## config.mk

```make
export PLATFORM = sky130hd
export DESIGN_NAME = ppq_pace_qualifier
export DESIGN_NICKNAME = d
export VERILOG_FILES = /design/src/ppq_pkg.sv /design/src/ppq_pace_qualifier.sv
export VERILOG_INCLUDE_DIRS = /design/src
export SDC_FILE = /design/constraint.sdc
export NUM_CORES = 1
export LEC_CHECK = 0
export ABC_AREA = 1
export BUFFER_PORTS_ARGS = -buffer_cell sky130_fd_sc_hd__buf_2
export CAP_MARGIN = 25
export CORE_ASPECT_RATIO = 1.2
export CORE_MARGIN = 1
export CORE_UTILIZATION = 45
export CTS_BUF_LIST = sky130_fd_sc_hd__clkbuf_8 sky130_fd_sc_hd__clkbuf_16
export DETAILED_ROUTE_END_ITERATION = 7
export GPL_TIMING_DRIVEN = 0
export PLACE_DENSITY = 0.66
export SLEW_MARGIN = 20
export SYNTH_ARGS = -nofsm -noshare
export SYNTH_HDL_FRONTEND = slang
export SYNTH_SLANG_ARGS = --single-unit
```

## constraint.sdc

```tcl
create_clock -name sys_clk_i -period 2.4 [get_ports sys_clk_i]
set_clock_uncertainty 0.1 [all_clocks]
set_input_delay 0.24 -clock sys_clk_i [delete_from_list [all_inputs] [get_ports sys_clk_i]]
set_output_delay 0.24 -clock sys_clk_i [all_outputs]
set_load 0.05 [all_outputs]
```

## src/ppq_consts.svh

```systemverilog
`ifndef PPQ_CONSTS_SVH
`define PPQ_CONSTS_SVH

// ==========================================================================
// System clock
// ==========================================================================
`define PPQ_SYS_HZ 10000000
`define PPQ_SYS_PERIOD_NS 100

// ==========================================================================
// Measurement clock rates, derived from the system clock by dividers
// ==========================================================================
`define PPQ_CLKA_HZ 1750000
`define PPQ_CLKB_HZ 806000

// ==========================================================================
// Widths and timing
// ==========================================================================
`define PPQ_CNT_W 12
`define PPQ_AMP_W 8
`define PPQ_DIV_W 8
`define PPQ_HOLD_W 16
`define PPQ_AUTO_HOLD_NS 100000
`define PPQ_SYNC_RESET 3'h0
`define PPQ_CNT_RESET 12'h000

`endif

```

## src/ppq_pkg.sv

```systemverilog
package ppq_pkg;

  // ==========================================================================
  // Qualification sequence states
  // ==========================================================================
  typedef enum logic [3:0] {
    PPQ_ST_WAIT = 4'h1,
    PPQ_ST_RISE = 4'h2,
    PPQ_ST_DUR = 4'h4,
    PPQ_ST_FLAG = 4'h8
  } ppq_state_t;

endpackage : ppq_pkg

```

## src/ppq_pace_qualifier.sv

```systemverilog
`timescale 1ns/1ps
`include "ppq_consts.svh"

module ppq_pace_qualifier #(
  parameter int CNT_W = `PPQ_CNT_W,
  parameter int AMP_W = `PPQ_AMP_W,
  parameter int CLKA_DIV = `PPQ_SYS_HZ / `PPQ_CLKA_HZ,
  parameter int CLKB_DIV = `PPQ_SYS_HZ / `PPQ_CLKB_HZ,
  parameter int AUTO_HOLD = `PPQ_AUTO_HOLD_NS / `PPQ_SYS_PERIOD_NS
) (
  input wire logic sys_clk_i,
  input wire logic rst_b_i,
  input wire logic rise_pulse_i,
  input wire logic dur_pulse_i,
  input wire logic counter_clear_i,
  input wire logic [AMP_W-1:0] amp_sample_i,
  input wire logic [AMP_W-1:0] amplitude_threshold_i,
  input wire logic [CNT_W-1:0] rise_time_min_threshold_i,
  input wire logic [CNT_W-1:0] rise_time_max_threshold_i,
  input wire logic [CNT_W-1:0] duration_min_threshold_i,
  input wire logic [CNT_W-1:0] duration_max_threshold_i,
  input wire logic auto_rearm_i,
  output logic pace_present_o,
  output logic [CNT_W-1:0] rise_time_o,
  output logic [CNT_W-1:0] duration_o,
  output ppq_pkg::ppq_state_t det_state_o
);
  import ppq_pkg::*;

  localparam logic [CNT_W-1:0] CNT_MAX = {CNT_W{1'b1}};
  localparam logic [`PPQ_DIV_W-1:0] DIVA_LAST = `PPQ_DIV_W'(CLKA_DIV - 1);
  localparam logic [`PPQ_DIV_W-1:0] DIVB_LAST = `PPQ_DIV_W'(CLKB_DIV - 1);
  localparam logic [`PPQ_HOLD_W-1:0] HOLD_LAST = `PPQ_HOLD_W'(AUTO_HOLD - 1);

  // Inclusive window: a value on either threshold is accepted.
  function automatic logic in_window(input logic [CNT_W-1:0] val,
                                     input logic [CNT_W-1:0] lo,
                                     input logic [CNT_W-1:0] hi);
    in_window = (val >= lo) && (val <= hi);
  endfunction : in_window

  // ==========================================================================
  // Pin synchronisers
  // ==========================================================================
  // The pulse and clear pins come straight from comparators and the host.
  // A level is only believed once the second and third stages agree.
  logic [2:0] rise_sync;
  logic [2:0] dur_sync;
  logic [2:0] clr_sync;
  logic rise_lvl;
  logic dur_lvl;
  logic clr_lvl;
  logic rise_prev;
  logic [2:0] next_rise_sync;
  logic [2:0] next_dur_sync;
  logic [2:0] next_clr_sync;
  logic next_rise_lvl;
  logic next_dur_lvl;
  logic next_clr_lvl;
  logic next_rise_prev;

  always_comb begin
    next_rise_sync = {rise_sync[1:0], rise_pulse_i};
    next_dur_sync = {dur_sync[1:0], dur_pulse_i};
    next_clr_sync = {clr_sync[1:0], counter_clear_i};
    next_rise_lvl = (rise_sync[1] == rise_sync[2]) ? rise_sync[2] : rise_lvl;
    next_dur_lvl = (dur_sync[1] == dur_sync[2]) ? dur_sync[2] : dur_lvl;
    next_clr_lvl = (clr_sync[1] == clr_sync[2]) ? clr_sync[2] : clr_lvl;
    next_rise_prev = rise_lvl;
  end

  always_ff @(posedge sys_clk_i or negedge rst_b_i) begin
    if (!rst_b_i) begin
      rise_sync <= `PPQ_SYNC_RESET;
      dur_sync <= `PPQ_SYNC_RESET;
      clr_sync <= `PPQ_SYNC_RESET;
      rise_lvl <= 1'b0;
      dur_lvl <= 1'b0;
      clr_lvl <= 1'b0;
      rise_prev <= 1'b0;
    end else begin
      rise_sync <= next_rise_sync;
      dur_sync <= next_dur_sync;
      clr_sync <= next_clr_sync;
      rise_lvl <= next_rise_lvl;
      dur_lvl <= next_dur_lvl;
      clr_lvl <= next_clr_lvl;
      rise_prev <= next_rise_prev;
    end
  end

  // ==========================================================================
  // Measurement clock enables
  // ==========================================================================
  // Both measurement rates are one-cycle enables; truncating the divide makes
  // each tick slightly faster than nominal, so counts read a little high.
  logic [`PPQ_DIV_W-1:0] diva_cnt;
  logic [`PPQ_DIV_W-1:0] divb_cnt;
  logic tick_a;
  logic tick_b;
  logic [`PPQ_DIV_W-1:0] next_diva_cnt;
  logic [`PPQ_DIV_W-1:0] next_divb_cnt;
  logic next_tick_a;
  logic next_tick_b;

  always_comb begin
    next_tick_a = (diva_cnt == DIVA_LAST);
    next_tick_b = (divb_cnt == DIVB_LAST);
    next_diva_cnt = next_tick_a ? '0 : diva_cnt + `PPQ_DIV_W'(1);
    next_divb_cnt = next_tick_b ? '0 : divb_cnt + `PPQ_DIV_W'(1);
  end

  always_ff @(posedge sys_clk_i or negedge rst_b_i) begin
    if (!rst_b_i) begin
      diva_cnt <= '0;
      divb_cnt <= '0;
      tick_a <= 1'b0;
      tick_b <= 1'b0;
    end else begin
      diva_cnt <= next_diva_cnt;
      divb_cnt <= next_divb_cnt;
      tick_a <= next_tick_a;
      tick_b <= next_tick_b;
    end
  end

  // ==========================================================================
  // Qualification sequence
  // ==========================================================================
  ppq_state_t state;
  ppq_state_t next_state;
  logic [CNT_W-1:0] rise_cnt;
  logic [CNT_W-1:0] dur_cnt;
  logic [CNT_W-1:0] next_rise_cnt;
  logic [CNT_W-1:0] next_dur_cnt;
  logic amp_seen;
  logic next_amp_seen;
  logic dur_seen;
  logic next_dur_seen;
  logic flag;
  logic next_flag;
  logic [`PPQ_HOLD_W-1:0] hold_cnt;
  logic [`PPQ_HOLD_W-1:0] next_hold_cnt;
  logic amp_over;
  logic amp_ok;
  logic rt_ok;
  logic dur_ok;
  logic auto_clr;
  logic clr_req;

  assign amp_over = amp_sample_i > amplitude_threshold_i;
  assign amp_ok = amp_seen | amp_over;
  assign rt_ok = in_window(rise_cnt, rise_time_min_threshold_i,
                           rise_time_max_threshold_i);
  assign dur_ok = in_window(dur_cnt, duration_min_threshold_i,
                            duration_max_threshold_i);
  // The internal rearm source lets the detector run without host attention.
  assign auto_clr = (state == PPQ_ST_FLAG) && auto_rearm_i && (hold_cnt == HOLD_LAST);
  assign clr_req = clr_lvl | auto_clr;

  always_comb begin
    next_state = state;
    next_rise_cnt = rise_cnt;
    next_dur_cnt = dur_cnt;
    next_amp_seen = amp_seen;
    next_dur_seen = dur_seen;
    next_flag = flag;
    next_hold_cnt = hold_cnt;
    if (clr_req) begin
      // A held clear keeps both counters at zero, as a counter clear pin would.
      next_state = PPQ_ST_WAIT;
      next_rise_cnt = '0;
      next_dur_cnt = '0;
      next_amp_seen = 1'b0;
      next_dur_seen = 1'b0;
      next_flag = 1'b0;
      next_hold_cnt = '0;
    end else begin
      unique case (state)
        PPQ_ST_WAIT: begin
          if (rise_lvl && !rise_prev) begin
            next_state = PPQ_ST_RISE;
            next_rise_cnt = '0;
            next_dur_cnt = '0;
            next_amp_seen = amp_over;
            next_dur_seen = 1'b0;
          end
        end
        PPQ_ST_RISE: begin
          next_amp_seen = amp_ok;
          if (rise_lvl) begin
            if (tick_a && (rise_cnt != CNT_MAX)) begin
              next_rise_cnt = rise_cnt + CNT_W'(1);
            end
          end else if (amp_ok && rt_ok) begin
            next_state = PPQ_ST_DUR;
          end else begin
            next_state = PPQ_ST_WAIT;
          end
        end
        PPQ_ST_DUR: begin
          if (dur_lvl) begin
            next_dur_seen = 1'b1;
            if (dur_cnt == CNT_MAX) begin
              // An overrange pulse can never be in the window.
              next_state = PPQ_ST_WAIT;
            end else if (tick_b) begin
              next_dur_cnt = dur_cnt + CNT_W'(1);
            end
          end else if (dur_seen) begin
            if (dur_ok) begin
              next_state = PPQ_ST_FLAG;
              next_flag = 1'b1;
            end else begin
              next_state = PPQ_ST_WAIT;
            end
          end
        end
        PPQ_ST_FLAG: begin
          next_flag = 1'b1;
          if (auto_rearm_i) begin
            next_hold_cnt = hold_cnt + `PPQ_HOLD_W'(1);
          end
        end
      endcase
    end
  end

  always_ff @(posedge sys_clk_i or negedge rst_b_i) begin
    if (!rst_b_i) begin
      state <= PPQ_ST_WAIT;
      rise_cnt <= `PPQ_CNT_RESET;
      dur_cnt <= `PPQ_CNT_RESET;
      amp_seen <= 1'b0;
      dur_seen <= 1'b0;
      flag <= 1'b0;
      hold_cnt <= '0;
    end else begin
      state <= next_state;
      rise_cnt <= next_rise_cnt;
      dur_cnt <= next_dur_cnt;
      amp_seen <= next_amp_seen;
      dur_seen <= next_dur_seen;
      flag <= next_flag;
      hold_cnt <= next_hold_cnt;
    end
  end

  // ==========================================================================
  // Outputs
  // ==========================================================================
  assign pace_present_o = flag;
  assign rise_time_o = rise_cnt;
  // Both counts are plain ports; the host-bus bridge that reads them sits outside.
  assign duration_o = dur_cnt;
  assign det_state_o = state;
endmodule : ppq_pace_qualifier

```

==> impl_metrics.toml, run 1 <==
[setup_path]
crit_buf_inv = 1
path_delay_family = "simple AND/OR/NAND/NOR gates"
cp_common_cell = "nand3_1"
cp-end-kind = "flop"
critical_path_arrival_ns = 2.34
max_stage_delay_ns = 0.50
crit_fanout = 10
crit_chain = "ha_1, nand3_1, nor3_2, nand3_1, nand2_1, o211ai_2, buf_2, nand3_1, nand2_1"
cp-start-kind = "flop"
cp_slowest_cell = "dfrtp_1"
required_ns = 2.52
crit_type = "flop to flop"

[yosys]
ys_async_sr_fraction = 1.00
syn-instance-count = 805
synth.avg_cell_area_sq_um = 7.13
ys_types = 38
synth-main-ff-cell = "dfrtp_1"
syn_nets = 937
ys_ff_latch = 78
ys_seq_area_frac = 0.340
synth_edf_count = 0
yosys_warnings = 0
synth_area_sq_um = 5740

[power]
p_leak_nw = 3.83
cellPowerDensity_nw_per_um2 = 567
ir_drop_mv = 0.485
power.total_mw = 3.87

[sta]
rsz0062_at_grt = "false"
fin_crit_ns = 2.22
slew_headroom = 0.483
tightest_slew_ns = 0.768
hold_viol_final = 0
period_share = 0.923
whs_ns = 0.247
slew_violations = 0
fmax_mhz = 451
setup_viol = 0
timing.setup.tns_ns = 0

[global_routing]
grt.busiest_layer = "met2"
grt_pass1_wl_microns = 21800
grt_max_degree = 49
antenna_found_initial = 0
grt-ovfl-total = 0
use_met1 = 0.258
grtUsageMet3 = 0.0367
grtUsageTotal = 0.204
grt_pass1_vias = 4900
met2_usage = 0.342

[detailed_routing]
num_vias = 5275
wl_microns = 12800
viasPerCell = 4.86
drc_errors = 0
dr.pass1.iters = 4
ant_nets = 0
drt_first_iter_violations = 202
wire_per_inst_microns = 11.8

[die]
coreArea_sq_um = 12300
dieArea_sq_um = 13200
die_x_microns = 105
start_util = 0.467
row_count = 44
die_h_microns = 126
pin_count = 99

[clock_network]
cts.reportedPaths.clkPinSlew_ns = 0.06
cts.path.max_buffers = 2
cts-htree-levels = 3
cts_made_buffers = 9
cts_tree = "yes"
post_cts_buffers = 0
clkSinkCount = 78
cts_root_buf = "clkbuf_16"
clk_latency_ns = 0.33

[cells_and_area]
fillers = 1218
post-route-util = 0.556
multi_input_area_sq_um = 3170
nets = 1051
drive_gt1_frac = 0.157
diodes = 0
ff_latch_area_sq_um = 1950
area.growth.synth_to_final_pct = 19.1
layoutNonFillerInstCount = 1085

[place]
place_hpwl_microns = 9710
dpl.cell_count = 1065
place.port_buffers = 98
place_congestion = 0.865

[job]
cap_violations = 0

[min_path]
hold_class = "flop to flop"

[run_status]
status = "complete, no violations"
[cells in the final DEF (no fill, tap or decap), drive strengths merged]
| master | n |
|---|---|
| o21bai | 1 |
| maj3 | 3 |
| nor3 | 24 |
| a21oi | 29 |
| clkbuf | 16 |
| nor3b | 3 |
| nand3 | 68 |
| inv | 149 |
| buf | 105 |
| a21o | 3 |
| xnor2 | 4 |
| bufinv | 2 |
| and2 | 2 |
| a211oi | 2 |
| a31oi | 1 |
| o21ai | 17 |
| or2 | 5 |
| o211ai | 1 |
| nand4 | 18 |
| and3 | 2 |
| nor4 | 14 |
| dfrtp | 77 |
| nand2 | 209 |
| ha | 62 |
| nor2 | 85 |
| dfstp | 1 |
| clkinv | 3 |
| o31ai | 2 |
| xor2 | 12 |
| dlygate4sd3 | 4 |
[power by group]
group	internal (mW)	total, mW	switching, mW
clock	0.940	1.50	0.556
sequential	1.38	1.45	0.0635
combinational	0.295	0.933	0.638
[layout make-up]
cell class              count  area share
repair buffers            103      0.0821
flip-flops and latches     78       0.286
inverters                 148      0.0813
clock inverters             6      0.0125
well taps                 161      0.0295
plain buffers              12     0.00898
clock buffers              10      0.0350
multi-input cells         567       0.465
[synthesized netlist by cell type (2+ instances only)]
cell / count / area (sq um)
nor2_2: 3 / 18.8
nor3_1: 24 / 120
maj3_1: 3 / 30.0
o31ai_1: 2 / 15.0
dfrtp_1: 77 / 1930
xnor2_1: 4 / 35.0
nand2_2: 3 / 18.8
buf_2: 4 / 20.0
or2_2: 5 / 31.3
nor2_1: 81 / 304
nand3_1: 67 / 335
nor4_1: 14 / 87.6
o21ai_1: 3 / 15.0
a211oi_1: 2 / 15.0
inv_1: 141 / 529
xor2_1: 12 / 105
clkbuf_1: 6 / 22.5
nor3b_1: 3 / 22.5
a21o_1: 3 / 22.5
o21ai_0: 14 / 70.1
inv_2: 4 / 15.0
nand4_1: 18 / 113
nand2_1: 202 / 758
ha_1: 62 / 776
and3_1: 2 / 12.5
nand2_4: 4 / 45.0
a21oi_1: 29 / 145
clkinv_1: 3 / 11.3
[registers in the layout, summed over array words and instances (netlist names)]
| name | count |
|---|---|
| hold_cnt | 16 |
| duration_o | 12 |
| rise_time_o | 12 |
| diva_cnt | 8 |
| divb_cnt | 8 |
| det_state_o | 4 |
| clr_sync | 3 |
| dur_sync | 3 |
| rise_sync | 3 |
| amp_seen | 1 |
| clr_lvl | 1 |
| dur_lvl | 1 |
| dur_seen | 1 |
| next_rise_prev | 1 |
| pace_present_o | 1 |
| rise_prev | 1 |
| tick_a | 1 |
| tick_b | 1 |
[timing repair]
action / 4_1_cts / 5_1_grt
setup endpoints to repair: 0 / 16
endpoints found under the hold margin: 33 / 0
resized for setup: 0 / 2
hold buffers: 4 / 0
[worst paths after layout]
path,cells after the start,end,slack [ns],startpoint
max in group asynchronous,3,det_state_o[0]$_DFFE_PN1P_,1.27,rst_b_i
setup reg to reg,9,rise_time_o[9]$_DFFE_PN0P_,0.18,rise_time_o[0]$_DFFE_PN0P_
setup / recovery,9,rise_time_o[9]$_DFFE_PN0P_,0.18,rise_time_o[0]$_DFFE_PN0P_
hold reg to reg,0,clr_sync[1]$_DFF_PN0_,0.25,clr_sync[0]$_DFF_PN0_
min in group asynchronous,2,diva_cnt[4]$_DFF_PN0_,0.28,rst_b_i
hold / removal,0,clr_sync[1]$_DFF_PN0_,0.25,clr_sync[0]$_DFF_PN0_
[metrics by stage]
stage / cell area [sq um] / setup slack (ns)
after floorplan: 5740 / 0.182
after global placement: 6430 / 0.155
after detailed placement: 6460 / 0.143
after CTS: 6820 / 0.0681
after global routing: 6830 / 0.0117
final: 6830 / 0.184
[routing by layer]
layer	vias up	wire (microns)
met4	0	243
met3	19	583
met1	2327	5850
met5	-	0
li1	2809	-
met2	120	6100
[kinds of logic after synthesis]
kind of cell / synth area share
and+or+nand+nor: 0.333
DFF: 0.340
AOI/OAI and AO/OA: 0.0539
xor gates and xnor gates: 0.0244
buffers and inverters: 0.108
adders and majority gates: 0.140
Power figures use the tool's default switching activity.
==> run 2, diff against run 1 <==
Settings changed: CORE_MARGIN 1 to 2, CORE_UTILIZATION 45 to 54, PLACE_DENSITY 0.66 to 0.77.
==> run 2 against run 1 <==
- flip-flop and latch count unchanged
- non-clock buffer count unchanged
- utilization increased by 9.5 points
- sequential power about the same
- final cell count decreased by 2.9%
- clock power decreased by 5%
- highest routed layer unchanged
==> impl_metrics.toml, run 2 (synthesis results as in run 1) <==
[min_path]
hold_class = "flop to flop"
holdPathStages = 0

[die]
pin_count = 99
start_util = 0.551
die_h_microns = 117
die_x_microns = 98.1
row_count = 41
coreArea_sq_um = 10400
dieArea_sq_um = 11500

[place]
place_hpwl_microns = 9530
place_area_sq_um = 6420
dp_slack_ns = 0.199
dpl.cell_count = 1033
place.port_buffers = 98
place_congestion = 0.857

[power]
ir_drop_mv = 0.751
cellPowerDensity_nw_per_um2 = 561
seqPwrFrac = 0.380
power.total_mw = 3.81
p_sw_frac = 0.321
pwr-share-comb = 0.245
p_sw_mw = 1.22
power_frac_clock = 0.375
p_leak_nw = 3.83
power.internal_mw = 2.59

[global_routing]
grt-ovfl-total = 0
grt_pass1_wl_microns = 21400
grt_max_degree = 50
antenna_found_initial = 0
grt_pass1_vias = 5070
grtUsageTotal = 0.224

[setup_path]
rrSetupSlack_ns = 0.18
critical_path_arrival_ns = 2.39
regToRegStartpoint = "rise_time_o[0]$_DFFE_PN0P_"
cp-endpoint = "rise_time_o[10]$_DFFE_PN0P_"
crit_fanout = 10
cp_common_cell = "nand2_1"
crit_chain = "ha_1, nand3_1, nor3_2, nand3_1, nand2_1, o211ai_2, nand2_2, buf_2, nand2_1, nand2_1"
max_stage_delay_ns = 0.50
crit_type = "flop to flop"
cp-end-kind = "flop"
cp_slowest_cell = "dfrtp_1"
rr_worst_depth = 10
cp-start-kind = "flop"
required_ns = 2.57
startpoint = "rise_time_o[0]$_DFFE_PN0P_"
worst_r2r_endpoint = "rise_time_o[10]$_DFFE_PN0P_"

[cells_and_area]
layout_commonest_cell = "nand2_1"
drive_gt1_frac = 0.156
diodes = 0
post-route-util = 0.651
layoutNonFillerInstCount = 1053
largest_reg_flops = 16
largest_register = "hold_cnt"
fin_area_sq_um = 6780
area.growth.synth_to_final_pct = 18.2
nets = 1051
mostFrequentLayoutCells = "202 x nand2_1, 143 x inv_1, 101 x buf_2"

[clock_network]
post_cts_buffers = 0
clk_latency_ns = 0.33
cts_tree = "yes"
cts-htree-levels = 3
cts_made_buffers = 9
cts.path.max_buffers = 2
cts.reportedPaths.clkPinSlew_ns = 0.06
clkSinkCount = 78
cts_root_buf = "clkbuf_16"

[detailed_routing]
drc_errors = 0
viasPerCell = 5.11
num_vias = 5379
drt_first_iter_violations = 262
wl_microns = 12500
ant_nets = 0
wire_per_inst_microns = 11.9
dr.pass1.iters = 4

[sta]
period_share = 0.926
fin_crit_ns = 2.22
whs_ns = 0.251
fmax_mhz = 450
rsz0062_at_grt = "false"
slew_violations = 0
setup_viol = 0
slew_headroom = 0.452
layout_setup_ws_ns = 0.177
hold_viol_final = 0
timing.setup.tns_ns = 0
tightest_slew_ns = 0.814

[run_status]
status = "complete, no violations"

[job]
cap_violations = 0
## run 2: layout make-up
class                   instances  area, sq um
repair buffers                103          561
multi-input cells             567         3170
clock buffers                   9          225
plain buffers                  12         61.3
well taps                     129          161
flip-flops and latches         78         1950
fillers                       900         3630
clock inverters                 7         92.6
inverters                     148          556
## run 2: worst min path at each step
| stage | start | to | slack, ns |
|---|---|---|---|
| floorplan | rst_b_i | amp_seen$_DFFE_PN0P_ | -0.16 |
| global placement | rise_sync[0]$_DFF_PN0_ | rise_sync[1]$_DFF_PN0_ | 0.24 |
| detailed placement | rst_b_i | diva_cnt[5]$_DFF_PN0_ | 0.11 |
| CTS | rise_sync[0]$_DFF_PN0_ | rise_sync[1]$_DFF_PN0_ | 0.26 |
| global route | rise_sync[0]$_DFF_PN0_ | rise_sync[1]$_DFF_PN0_ | 0.26 |
| finish | rise_sync[0]$_DFF_PN0_ | rise_sync[1]$_DFF_PN0_ | 0.25 |
## run 2: power groups by stage
stage	combinational, mW	sequential, mW	clock (mW)
6_report	0.933	1.45	1.43
4_1_cts	0.935	1.44	1.46
2_1_floorplan	0.555	1.55	0
3_3_place_gp	0.899	1.47	0
5_1_grt	1.04	1.45	1.52
3_5_place_dp	0.919	1.47	0
## run 2: metal layers
layer / share of wire / up-vias / GRT usage
met5: 0 / - / 0
met4: 0.0093 / 0 / 0.0741
met3: 0.047 / 10 / 0.0243
met2: 0.49 / 132 / 0.408
met1: 0.46 / 2425 / 0.280
li1: - / 2812 / -
## run 2: timing repair
action / 4_1_cts / 5_1_grt
hold buffers: 4 / 0
resized for setup: 0 / 1
setup endpoints to repair: 0 / 1
hold endpoints to repair: 32 / 0
## run 2: worst max-delay path: cells and delay by family (launching register included)
kind                     cells  cell delay (ns)
adder cells (fa/ha/maj)      1             0.29
flip-flops                   1             0.50
buffers and inverters        1             0.24
AND/OR/NAND/NOR              7             0.89
AO/OA/AOI/OAI                1             0.14
